==> src/design/dob_pkg.sv <==
package dob_pkg;

  // Register byte addresses on the command port.
  localparam logic [7:0] REG_CTRL   = 8'h00;
  localparam logic [7:0] REG_MODE   = 8'h04;
  localparam logic [7:0] REG_OFF0   = 8'h08;
  localparam logic [7:0] REG_OFF1   = 8'h0c;
  localparam logic [7:0] REG_XOFF   = 8'h10;
  localparam logic [7:0] REG_YOFF   = 8'h14;
  localparam logic [7:0] REG_BLOCK  = 8'h18;
  localparam logic [7:0] REG_SURF   = 8'h1c;
  localparam logic [7:0] REG_SBASE  = 8'h20;
  localparam logic [7:0] REG_SDIM   = 8'h24;
  localparam logic [7:0] REG_STATUS = 8'h28;

  // Control bits.
  localparam int unsigned CTRL_START = 0;
  localparam int unsigned CTRL_FLUSH = 1;
  localparam int unsigned CTRL_CLR   = 2;

  // Mode fields.
  localparam int unsigned MODE_MEDIA   = 0;
  localparam int unsigned MODE_WRITE   = 1;
  localparam int unsigned MODE_BSZ_LSB = 2;
  localparam logic [1:0]  BSZ_ONE      = 2'h0;
  localparam logic [1:0]  BSZ_FOUR     = 2'h2;

  // Block shape fields: width in bytes 1..32, height in rows 1..64.
  localparam int unsigned BLK_W_LSB = 0;
  localparam int unsigned BLK_H_LSB = 8;

  // Surface fields.
  localparam int unsigned SURF_PIX_LSB   = 0;
  localparam int unsigned SURF_COLOUR    = 3;
  localparam int unsigned SURF_TILED     = 4;
  localparam int unsigned SURF_XMAJOR    = 5;
  localparam int unsigned SURF_IS2D      = 6;
  localparam int unsigned SURF_ARRMIP    = 7;
  localparam int unsigned SURF_DCACHE    = 8;
  localparam int unsigned SURF_STRIDE    = 9;
  localparam int unsigned SURF_OUT420    = 10;
  localparam int unsigned SURF_INFMT_LSB = 11;
  localparam int unsigned SDIM_H_LSB     = 16;

  // Pixel kinds of the target surface.
  localparam logic [2:0] PIX_BYTE                    = 3'h0;
  localparam logic [2:0] PIX_WORD                    = 3'h1;
  localparam logic [2:0] PIX_LUMA_FIRST_PACKED_ORDER = 3'h2;
  localparam logic [2:0] PIX_CHROMA_FIRST_PACKED     = 3'h3;
  localparam logic [2:0] PIX_DWORD                   = 3'h4;

  // Colour-stage input formats.
  localparam logic [1:0] IN_422_8  = 2'h0;
  localparam logic [1:0] IN_422_16 = 2'h1;
  localparam logic [1:0] IN_444_8  = 2'h2;
  localparam logic [1:0] IN_444_16 = 2'h3;

  // Status bits.
  localparam int unsigned STAT_BUSY    = 0;
  localparam int unsigned STAT_DONE    = 1;
  localparam int unsigned STAT_STRIDE  = 2;
  localparam int unsigned STAT_ERR_LSB = 4;

  // Descriptor and header layout of the outgoing message.
  localparam int unsigned DESC_BSZ_LSB = 8;
  localparam int unsigned DESC_STRIDE  = 10;
  localparam int unsigned DESC_WRITE   = 16;
  localparam int unsigned DESC_MEDIA   = 17;
  localparam int unsigned DESC_COLOUR  = 18;
  localparam int unsigned HDR_W_LSB    = 0;
  localparam int unsigned HDR_H_LSB    = 16;
  localparam logic [5:0]  IDX_DESC     = 6'h00;
  localparam logic [5:0]  IDX_HDR_LAST = 6'h08;
  localparam logic [5:0]  IDX_DATA     = 6'h09;
  localparam logic [11:0] BUF_BYTES    = 12'h080;

  // Refusal codes.
  localparam logic [3:0] ERR_NONE   = 4'h0;
  localparam logic [3:0] ERR_BSIZE  = 4'h1;
  localparam logic [3:0] ERR_OALIGN = 4'h2;
  localparam logic [3:0] ERR_SURF   = 4'h3;
  localparam logic [3:0] ERR_CACHE  = 4'h4;
  localparam logic [3:0] ERR_SHAPE  = 4'h5;
  localparam logic [3:0] ERR_WALIGN = 4'h6;
  localparam logic [3:0] ERR_PALIGN = 4'h7;
  localparam logic [3:0] ERR_STRIDE = 4'h8;
  localparam logic [3:0] ERR_TILE   = 4'h9;
  localparam logic [3:0] ERR_420POS = 4'ha;
  localparam logic [3:0] ERR_420BLK = 4'hb;
  localparam logic [3:0] ERR_SIZE   = 4'hc;

  typedef enum logic [1:0] {ST_IDLE, ST_SEND, ST_WAIT} dob_state_t;

endpackage : dob_pkg

==> src/design/dob_host.sv <==
`timescale 1ns/10ps
`default_nettype none
module dob_host (
  input  wire logic        ref_clk_in,
  input  wire logic        nrst_in,
  input  wire logic [7:0]  reg_addr_in,
  input  wire logic [31:0] reg_wdata_in,
  input  wire logic        reg_wr_in,
  input  wire logic        reg_rd_in,
  output logic [31:0]      reg_rdata_out,
  output logic             msg_valid_out,
  output logic [31:0]      msg_data_out,
  output logic             msg_last_out,
  input  wire logic        msg_ready_in,
  input  wire logic        wb_valid_in,
  input  wire logic [31:0] wb_data_in
);

  typedef struct packed {
    dob_pkg::dob_state_t state;
    logic [3:0]          mode;
    logic [31:0]         off0;
    logic [31:0]         off1;
    logic [31:0]         xoff;
    logic [31:0]         yoff;
    logic [31:0]         sbase;
    logic [31:0]         sdim;
    logic [5:0]          blk_w;
    logic [6:0]          blk_h;
    logic [12:0]         surf;
    logic                done;
    logic [3:0]          err;
    logic                stride_valid;
    logic                stride_last;
    logic [5:0]          idx;
    logic [5:0]          last_idx;
    logic [5:0]          wb_cnt;
    logic [5:0]          wb_total;
    logic [31:0][31:0]   dbuf;
    logic [31:0]         rdata;
    logic                mvalid;
    logic [31:0]         mdata;
    logic                mlast;
  } dob_regs_t;

  dob_regs_t  s;
  dob_regs_t  next_s;
  logic [3:0] chk_err;
  logic [2:0] chk_regs;
  logic       busy;
  logic       start_req;

  dob_req_check u_check (
    .media_in        (s.mode[dob_pkg::MODE_MEDIA]),
    .write_in        (s.mode[dob_pkg::MODE_WRITE]),
    .bsz_in          (s.mode[dob_pkg::MODE_BSZ_LSB +: 2]),
    .off0_in         (s.off0),
    .off1_in         (s.off1),
    .xoff_in         (s.xoff),
    .yoff_in         (s.yoff),
    .blk_w_in        (s.blk_w),
    .blk_h_in        (s.blk_h),
    .surf_in         (s.surf),
    .sbase_in        (s.sbase),
    .sdim_in         (s.sdim),
    .stride_valid_in (s.stride_valid),
    .stride_last_in  (s.stride_last),
    .err_out         (chk_err),
    .regs_out        (chk_regs)
  );

  function automatic logic [31:0] msg_word(input dob_regs_t r, input logic [5:0] i);
    logic [31:0] w;
    logic [5:0]  j;
    logic [5:0]  k;
    logic [6:0]  hm;
    logic [5:0]  wm;
    logic        med;
    w   = 32'h0000_0000;
    j   = i - 6'h01;
    k   = i - dob_pkg::IDX_DATA;
    hm  = r.blk_h - 7'h01;
    wm  = r.blk_w - 6'h01;
    med = r.mode[dob_pkg::MODE_MEDIA];
    if (i == dob_pkg::IDX_DESC) begin
      w[dob_pkg::DESC_WRITE]  = r.mode[dob_pkg::MODE_WRITE];
      w[dob_pkg::DESC_MEDIA]  = med;
      w[dob_pkg::DESC_COLOUR] = med & r.surf[dob_pkg::SURF_COLOUR];
      w[dob_pkg::DESC_STRIDE] = med & r.surf[dob_pkg::SURF_STRIDE];
      if (!med) begin
        w[dob_pkg::DESC_BSZ_LSB +: 2] = r.mode[dob_pkg::MODE_BSZ_LSB +: 2];
      end
    end else if (i <= dob_pkg::IDX_HDR_LAST) begin
      if (!med) begin
        // offsets at dwords zero and four.
        if (j == 6'h00) begin
          w = r.off0;
        end else if (j == 6'h04) begin
          w = r.off1;
        end
      end else if (j == 6'h00) begin
        w = r.xoff;
      end else if (j == 6'h01) begin
        w = r.yoff;
      end else if (j == 6'h02) begin
        w[dob_pkg::HDR_H_LSB +: 6] = hm[5:0];
        w[dob_pkg::HDR_W_LSB +: 5] = wm[4:0];
      end
    end else begin
      w = r.dbuf[k[4:0]];
    end
    return w;
  endfunction : msg_word

  always_comb begin
    next_s       = s;
    next_s.rdata = 32'h0000_0000;
    busy         = (s.state != dob_pkg::ST_IDLE);
    start_req    = reg_wr_in && (reg_addr_in == dob_pkg::REG_CTRL) &&
                   reg_wdata_in[dob_pkg::CTRL_START] && !busy;
    if (reg_rd_in) begin
      if (reg_addr_in[7]) begin
        next_s.rdata = s.dbuf[reg_addr_in[6:2]];
      end else begin
        case (reg_addr_in)
          dob_pkg::REG_MODE:   next_s.rdata = {28'h0000000, s.mode};
          dob_pkg::REG_OFF0:   next_s.rdata = s.off0;
          dob_pkg::REG_OFF1:   next_s.rdata = s.off1;
          dob_pkg::REG_XOFF:   next_s.rdata = s.xoff;
          dob_pkg::REG_YOFF:   next_s.rdata = s.yoff;
          dob_pkg::REG_BLOCK:  next_s.rdata = {17'h00000, s.blk_h, 2'h0, s.blk_w};
          dob_pkg::REG_SURF:   next_s.rdata = {19'h00000, s.surf};
          dob_pkg::REG_SBASE:  next_s.rdata = s.sbase;
          dob_pkg::REG_SDIM:   next_s.rdata = s.sdim;
          dob_pkg::REG_STATUS: next_s.rdata = {24'h000000, s.err, 1'b0, s.stride_valid,
                                               s.done, busy};
          default:             next_s.rdata = 32'h0000_0000;
        endcase
      end
    end
    if (reg_wr_in && (reg_addr_in == dob_pkg::REG_CTRL)) begin
      if (reg_wdata_in[dob_pkg::CTRL_CLR]) begin
        next_s.done = 1'b0;
      end
      if (reg_wdata_in[dob_pkg::CTRL_FLUSH] && !busy) begin
        next_s.stride_valid = 1'b0;
      end
    end
    if (reg_wr_in && !busy) begin
      if (reg_addr_in[7]) begin
        next_s.dbuf[reg_addr_in[6:2]] = reg_wdata_in;
      end else begin
        case (reg_addr_in)
          dob_pkg::REG_MODE:  next_s.mode  = reg_wdata_in[3:0];
          dob_pkg::REG_OFF0:  next_s.off0  = reg_wdata_in;
          dob_pkg::REG_OFF1:  next_s.off1  = reg_wdata_in;
          dob_pkg::REG_XOFF:  next_s.xoff  = reg_wdata_in;
          dob_pkg::REG_YOFF:  next_s.yoff  = reg_wdata_in;
          dob_pkg::REG_BLOCK: begin
            next_s.blk_w = reg_wdata_in[dob_pkg::BLK_W_LSB +: 6];
            next_s.blk_h = reg_wdata_in[dob_pkg::BLK_H_LSB +: 7];
          end
          dob_pkg::REG_SURF:  next_s.surf  = reg_wdata_in[12:0];
          dob_pkg::REG_SBASE: next_s.sbase = reg_wdata_in;
          dob_pkg::REG_SDIM:  next_s.sdim  = reg_wdata_in;
          default: ;
        endcase
      end
    end
    case (s.state)
      dob_pkg::ST_IDLE: begin
        if (start_req) begin
          next_s.done = 1'b0;
          next_s.err  = chk_err;
          if (chk_err != dob_pkg::ERR_NONE) begin
            next_s.done = 1'b1;
          end else begin
            next_s.state    = dob_pkg::ST_SEND;
            next_s.idx      = dob_pkg::IDX_DESC;
            next_s.mvalid   = 1'b1;
            next_s.mdata    = msg_word(s, dob_pkg::IDX_DESC);
            next_s.mlast    = 1'b0;
            next_s.wb_cnt   = 6'h00;
            next_s.wb_total = {chk_regs, 3'h0};
            next_s.last_idx = dob_pkg::IDX_HDR_LAST +
                              (s.mode[dob_pkg::MODE_WRITE] ? {chk_regs, 3'h0} : 6'h00);
            if (s.mode[dob_pkg::MODE_MEDIA] && s.surf[dob_pkg::SURF_TILED] &&
                s.surf[dob_pkg::SURF_XMAJOR]) begin
              next_s.stride_valid = 1'b1;
              next_s.stride_last  = s.surf[dob_pkg::SURF_STRIDE];
            end
          end
        end
      end
      dob_pkg::ST_SEND: begin
        if (msg_ready_in) begin
          if (s.idx == s.last_idx) begin
            next_s.mvalid = 1'b0;
            next_s.mlast  = 1'b0;
            if (s.mode[dob_pkg::MODE_WRITE]) begin
              next_s.state = dob_pkg::ST_IDLE;
              next_s.done  = 1'b1;
            end else begin
              next_s.state = dob_pkg::ST_WAIT;
            end
          end else begin
            next_s.idx   = s.idx + 6'h01;
            next_s.mdata = msg_word(s, s.idx + 6'h01);
            next_s.mlast = ((s.idx + 6'h01) == s.last_idx);
          end
        end
      end
      dob_pkg::ST_WAIT: begin
        if (wb_valid_in) begin
          next_s.dbuf[s.wb_cnt[4:0]] = wb_data_in;
          next_s.wb_cnt              = s.wb_cnt + 6'h01;
          if (s.wb_cnt == (s.wb_total - 6'h01)) begin
            next_s.state = dob_pkg::ST_IDLE;
            next_s.done  = 1'b1;
          end
        end
      end
      default: next_s.state = dob_pkg::ST_IDLE;
    endcase
  end

  always_ff @(posedge ref_clk_in or negedge nrst_in) begin
    if (!nrst_in) begin
      s <= '0;
    end else begin
      s <= next_s;
    end
  end

  assign reg_rdata_out = s.rdata;
  assign msg_valid_out = s.mvalid;
  assign msg_data_out  = s.mdata;
  assign msg_last_out  = s.mlast;
endmodule : dob_host
`default_nettype wire

==> src/design/dob_req_check.sv <==
`timescale 1ns/10ps
`default_nettype none
module dob_req_check (
  input  wire logic        media_in,
  input  wire logic        write_in,
  input  wire logic [1:0]  bsz_in,
  input  wire logic [31:0] off0_in,
  input  wire logic [31:0] off1_in,
  input  wire logic [31:0] xoff_in,
  input  wire logic [31:0] yoff_in,
  input  wire logic [5:0]  blk_w_in,
  input  wire logic [6:0]  blk_h_in,
  input  wire logic [12:0] surf_in,
  input  wire logic [31:0] sbase_in,
  input  wire logic [31:0] sdim_in,
  input  wire logic        stride_valid_in,
  input  wire logic        stride_last_in,
  output logic [3:0]       err_out,
  output logic [2:0]       regs_out
);
  logic [5:0]  pitch;
  logic [11:0] bytes;
  logic [11:0] regs_wide;
  logic [2:0]  pix;
  logic [1:0]  infmt;
  logic        mis_pix;
  logic        bad_pos;
  logic        bad_blk;

  always_comb begin
    pix   = surf_in[dob_pkg::SURF_PIX_LSB +: 3];
    infmt = surf_in[dob_pkg::SURF_INFMT_LSB +: 2];
    if (blk_w_in <= 6'h01) begin
      pitch = 6'h01;
    end else if (blk_w_in <= 6'h02) begin
      pitch = 6'h02;
    end else if (blk_w_in <= 6'h04) begin
      pitch = 6'h04;
    end else if (blk_w_in <= 6'h08) begin
      pitch = 6'h08;
    end else if (blk_w_in <= 6'h10) begin
      pitch = 6'h10;
    end else begin
      pitch = 6'h20;
    end
    bytes     = {6'h00, pitch} * {5'h00, blk_h_in};
    regs_wide = (bytes + 12'h01f) >> 5;
    case (pix)
      dob_pkg::PIX_WORD: mis_pix = xoff_in[0] | blk_w_in[0];
      dob_pkg::PIX_LUMA_FIRST_PACKED_ORDER,
      dob_pkg::PIX_CHROMA_FIRST_PACKED,
      dob_pkg::PIX_DWORD: mis_pix = (|xoff_in[1:0]) | (|blk_w_in[1:0]);
      default: mis_pix = 1'b0;
    endcase
    bad_pos = yoff_in[0] | (|sdim_in[1:0]) | sdim_in[dob_pkg::SDIM_H_LSB] |
              ((infmt == dob_pkg::IN_422_8) ? (|xoff_in[2:0]) : (|xoff_in[3:0]));
    bad_blk = blk_h_in[0] | (infmt == dob_pkg::IN_444_16) |
              ((infmt == dob_pkg::IN_422_8) ? (blk_w_in != 6'h10 && blk_w_in != 6'h08)
                                            : (blk_w_in != 6'h10));
    err_out  = dob_pkg::ERR_NONE;
    regs_out = 3'h1;
    if (!media_in) begin
      regs_out = (bsz_in == dob_pkg::BSZ_FOUR) ? 3'h4 : 3'h1;
      if (bsz_in != dob_pkg::BSZ_ONE && bsz_in != dob_pkg::BSZ_FOUR) begin
        err_out = dob_pkg::ERR_BSIZE;
      end else if ((|off0_in[3:0]) || (|off1_in[3:0])) begin
        err_out = dob_pkg::ERR_OALIGN;
      end
    end else begin
      regs_out = regs_wide[2:0];
      if (!surf_in[dob_pkg::SURF_IS2D] || surf_in[dob_pkg::SURF_ARRMIP]) begin
        err_out = dob_pkg::ERR_SURF;
      end else if (surf_in[dob_pkg::SURF_DCACHE] || (|sbase_in[4:0])) begin
        err_out = dob_pkg::ERR_CACHE;
      end else if (blk_w_in == 6'h00 || blk_w_in > 6'h20 ||
                   blk_h_in == 7'h00 || blk_h_in > 7'h40) begin
        err_out = dob_pkg::ERR_SHAPE;
      end else if (write_in && ((|xoff_in[1:0]) || (|blk_w_in[1:0]))) begin
        err_out = dob_pkg::ERR_WALIGN;
      end else if (mis_pix) begin
        err_out = dob_pkg::ERR_PALIGN;
      end else if (surf_in[dob_pkg::SURF_TILED] && surf_in[dob_pkg::SURF_XMAJOR] &&
                   stride_valid_in && (surf_in[dob_pkg::SURF_STRIDE] != stride_last_in)) begin
        err_out = dob_pkg::ERR_STRIDE;
      end else if (write_in && surf_in[dob_pkg::SURF_COLOUR] && !surf_in[dob_pkg::SURF_TILED]) begin
        err_out = dob_pkg::ERR_TILE;
      end else if (write_in && surf_in[dob_pkg::SURF_COLOUR] &&
                   surf_in[dob_pkg::SURF_OUT420] && bad_pos) begin
        err_out = dob_pkg::ERR_420POS;
      end else if (write_in && surf_in[dob_pkg::SURF_COLOUR] &&
                   surf_in[dob_pkg::SURF_OUT420] && bad_blk) begin
        err_out = dob_pkg::ERR_420BLK;
      end else if (bytes > dob_pkg::BUF_BYTES) begin
        err_out = dob_pkg::ERR_SIZE;
      end
    end
  end

endmodule : dob_req_check
`default_nettype wire

==> config.mk <==
export PLATFORM = sky130hd
export DESIGN_NAME = dob_host
export DESIGN_NICKNAME = d
export VERILOG_FILES = /design/src/design/dob_pkg.sv /design/src/design/dob_host.sv /design/src/design/dob_req_check.sv
export SDC_FILE = /design/constraint.sdc
export NUM_CORES = 2
export LEC_CHECK = 0
export BUFFER_PORTS_ARGS = -buffer_cell sky130_fd_sc_hd__buf_2
export CAP_MARGIN = 20
export CORE_MARGIN = 2
export CORE_UTILIZATION = 40
export CTS_CLUSTER_SIZE = 12
export DETAILED_ROUTE_END_ITERATION = 12
export GPL_ROUTABILITY_DRIVEN = 0
export SLEW_MARGIN = 15
export SYNTH_ARGS = -nofsm -noshare
export SYNTH_HDL_FRONTEND = slang
export SYNTH_SLANG_ARGS = --single-unit
==> constraint.sdc <==
create_clock -name ref_clk_in -period 6.5 [get_ports ref_clk_in]
set_input_delay 1.3 -clock ref_clk_in [delete_from_list [all_inputs] [get_ports ref_clk_in]]
set_output_delay 1.3 -clock ref_clk_in [all_outputs]
set_load 0.05 [all_outputs]
==> impl_metrics.json <==
{
  "dieArea_sq_um": 206000,
  "leakage_nw": 41.5,
  "dp_hpwl_mm": 198,
  "syn_area_sq_um": 80800,
  "clock_skew_ns": 0.0513,
  "multi_input_area_sq_um": 43800,
  "final_cell_count_no_fill": 9862,
  "route.vias.total": 65100,
  "max_freq_mhz": 162,
  "cts_tree": "done",
  "path_clk_slew_ns": 0.06,
  "synth_edf_count": 0,
  "ios": 144,
  "viasPerCell": 6.60,
  "crit_type": "reg -> reg",
  "fin_ws_ns": 0.331,
  "clockRootBuffer": "clkbuf_16",
  "ys_types": 90,
  "slew_viol_final": 0,
  "p_int_w": 0.0199,
  "reg2reg_setup_slack_ns": 0.33,
  "grt_pass1_vias": 62600,
  "clockBufferDepth": 3,
  "die-height_microns": 453,
  "antenna_found_initial": 49,
  "hold_violations": 0,
  "end_kind": "register",
  "power_switching_share_pct": 32.8,
  "place_ws_ns": 0.127,
  "yosysWarnings": 0,
  "synth_top_cell_by_area": "dfrtp_1",
  "fillCellCount": 18600,
  "sequentialPowerShare_pct": 44.2,
  "ir_drop_mv": 0.325,
  "htreeDepth": 4,
  "synth_cells": 7457,
  "cts.sinks": 1339,
  "grt-ovfl-total": 0,
  "synth_nets": 7593,
  "min_path_type": "in -> async",
  "seqCellArea_sq_um": 33500,
  "finalSetupViolCount": 0,
  "synthTopCellsByArea": "dfrtp_1, mux4_2, mux2i_1, a21oi_1, o21ai_0",
  "pwr-share-clk_pct": 29.2,
  "p_sw_w": 0.00974,
  "core_sq_um": 200000,
  "drive_above_1_share_pct": 20.3,
  "wl_per_cell_microns": 33.6,
  "synth_top_area_share_pct": 41.5,
  "die_w_microns": 453,
  "placed_cells": 9560,
  "cp-start-kind": "register",
  "rsz0062_at_grt": "no",
  "synth_commonest_cells": "dfrtp_1, mux2i_1, nand2_1",
  "dr.pass1.iters": 9,
  "relSlewSlack_pct": 11.3,
  "dr.first_iter.drc_count": 10200,
  "powerDensity_nw_per_um2": 336,
  "hold_buffers": 0,
  "crit_arrival_ns": 6.88,
  "fin_crit_ns": 6.17,
  "worstPathRequired_ns": 7.21,
  "syn_to_final_growth_pct": 9.35,
  "yosysSeqAreaShare_pct": 41.5,
  "drt_wl_total_mm": 331,
  "crit_fanout": 10,
  "async_reset_ff_share_pct": 100,
  "combPwrFrac_pct": 26.6,
  "grt_usage_pct": 31.6,
  "io_buffers": 143,
  "ys_ff_latch": 1339,
  "synth.most_common_cell": "dfrtp_1",
  "drc": 0,
  "max_cap_violations": 0,
  "start_util_pct": 40.3,
  "drtAntennaViolNets": 0,
  "avgSynthCellArea_sq_um": 10.8,
  "synth_top_flop_cell": "dfrtp_1",
  "cts_made_buffers": 149,
  "status": "completed",
  "rows": 164,
  "grt_max_degree": 149,
  "clk-insertion-delay-late_ns": 0.86,
  "layout.nets": 7204,
  "period_share_pct": 94.9,
  "worst_pin_slew_ns": 1.33,
  "fin_setup_tns_ns": 0,
  "grt_pass1_wl_mm": 470
}
==> registers in the layout (all words and copies together), names as in the netlist <==
signal         flops
msg_data_out      32
msg_last_out       1
msg_valid_out      1
reg_rdata_out     32
s               1273
==> final cells by class <==
type | instances | area share [%]
Sequential cell | 1339 | 37.9
Antenna cell | 25 | 0.0708
Clock buffer | 228 | 5.04
Multi-Input combinational cell | 5180 | 49.6
Inverter | 63 | 0.268
Tap cell | 2656 | 3.76
Clock inverter | 36 | 0.476
Timing Repair Buffer | 335 | 2.82
==> what timing repair did <==
action | in CTS | in global routing
hold endpoints to repair | 0 | 0
gates resized for setup | 0 | 2
setup buffers | 0 | 6
setup endpoints to repair | 0 | 36
==> layout by cell type (no fill, tap or decap), drive strengths merged, types with 8 or more instances in the layout <==
master,count
dfrtp,1339
mux2i,1098
nand2,662
nor2,638
a21oi,585
o21ai,574
mux4,534
buf,332
mux2,263
clkbuf,231
a31oi,77
o22ai,74
inv,67
a221oi,60
a22oi,56
nand3,55
and3,50
a22o,42
ha,38
and2,32
nor3,31
clkinv,28
diode,25
nand2b,22
fa,20
xor2,19
nor4,17
a2111o,16
o31ai,16
xnor2,15
a211oi,15
nand4,14
a221o,12
or3,12
a311oi,11
nor2b,11
or2,9
o221ai,8
nor3b,8
==> worst paths after layout <==
path / startpoint / end / depth (start not counted)
worst max-delay path: s[1141] / s[1114] / 19
worst min-delay path: nrst_in / s[1171] / 1
worst max register to register: s[1141] / s[1114] / 19
worst min register to register: msg_data_out[17] / msg_data_out[17] / 1
max in group asynchronous: nrst_in / s[902] / 2
min in group ref_clk_in: msg_data_out[17] / msg_data_out[17] / 1
==> stage by stage <==
| step | power, W | util (%) | area, sq um | hold slack (ns) |
|---|---|---|---|---|
| CTS | 0.0294 | 44.0 | 88200 | 0.482 |
| detailed placement | 0.0208 | 41.6 | 83300 | 0.469 |
| global route | 0.0309 | 44.1 | 88300 | 0.508 |
| finish | 0.0297 | 44.1 | 88300 | 0.467 |
| global placement | 0.0204 | 41.6 | 83300 | 0.466 |
| floorplan | 0.0183 | - | 80800 | 0.447 |
==> cell families after synthesis <==
family / after synthesis / share of synthesized area, %
AO/OA/AOI/OAI: 1610 / 11.6
buffers and inverters: 938 / 5.04
flip-flops: 1339 / 41.5
XOR/XNOR: 35 / 0.396
AND/OR/NAND/NOR: 1582 / 8.25
adder cells (fa/ha/maj): 58 / 1.08
multiplexers: 1895 / 32.2
==> power groups by stage <==
stage / clock (W) / sequential [W] / combinational [W]
5_1_grt: 0.00907 / 0.0134 / 0.00846
6_report: 0.00867 / 0.0131 / 0.00789
3_5_place_dp: 0 / 0.0131 / 0.00771
2_1_floorplan: 0 / 0.0124 / 0.00590
3_3_place_gp: 0 / 0.0129 / 0.00748
4_1_cts: 0.00871 / 0.0130 / 0.00772
==> layer usage <==
layer  wire length [microns]  up-vias  track usage (%)
met1                  123000    32600             40.8
met2                  142000     4814             45.5
met3                   43000     1105             10.9
met5                     266        -                0
li1                        -    26600                -
met4                   22500       44             19.7
==> critical path, cell delays in order, from the launching register on <==
cell and delay (ns):
dfrtp_1 0.45, inv_1 0.13, ha_1 0.25, or2_2 0.38, and2_1 0.21, nor2_1 0.27
and2_1 0.19, fa_1 0.42, ha_1 0.30, fa_1 0.52, inv_1 0.06, fa_1 0.47
or4b_1 0.44, a31oi_1 0.31, nand2_1 0.12, o211ai_1 0.27, and4_1 0.30, a31oi_4 0.22
nor4_2 0.38, mux2_1 0.35
(Power assumes the default switching activity.)
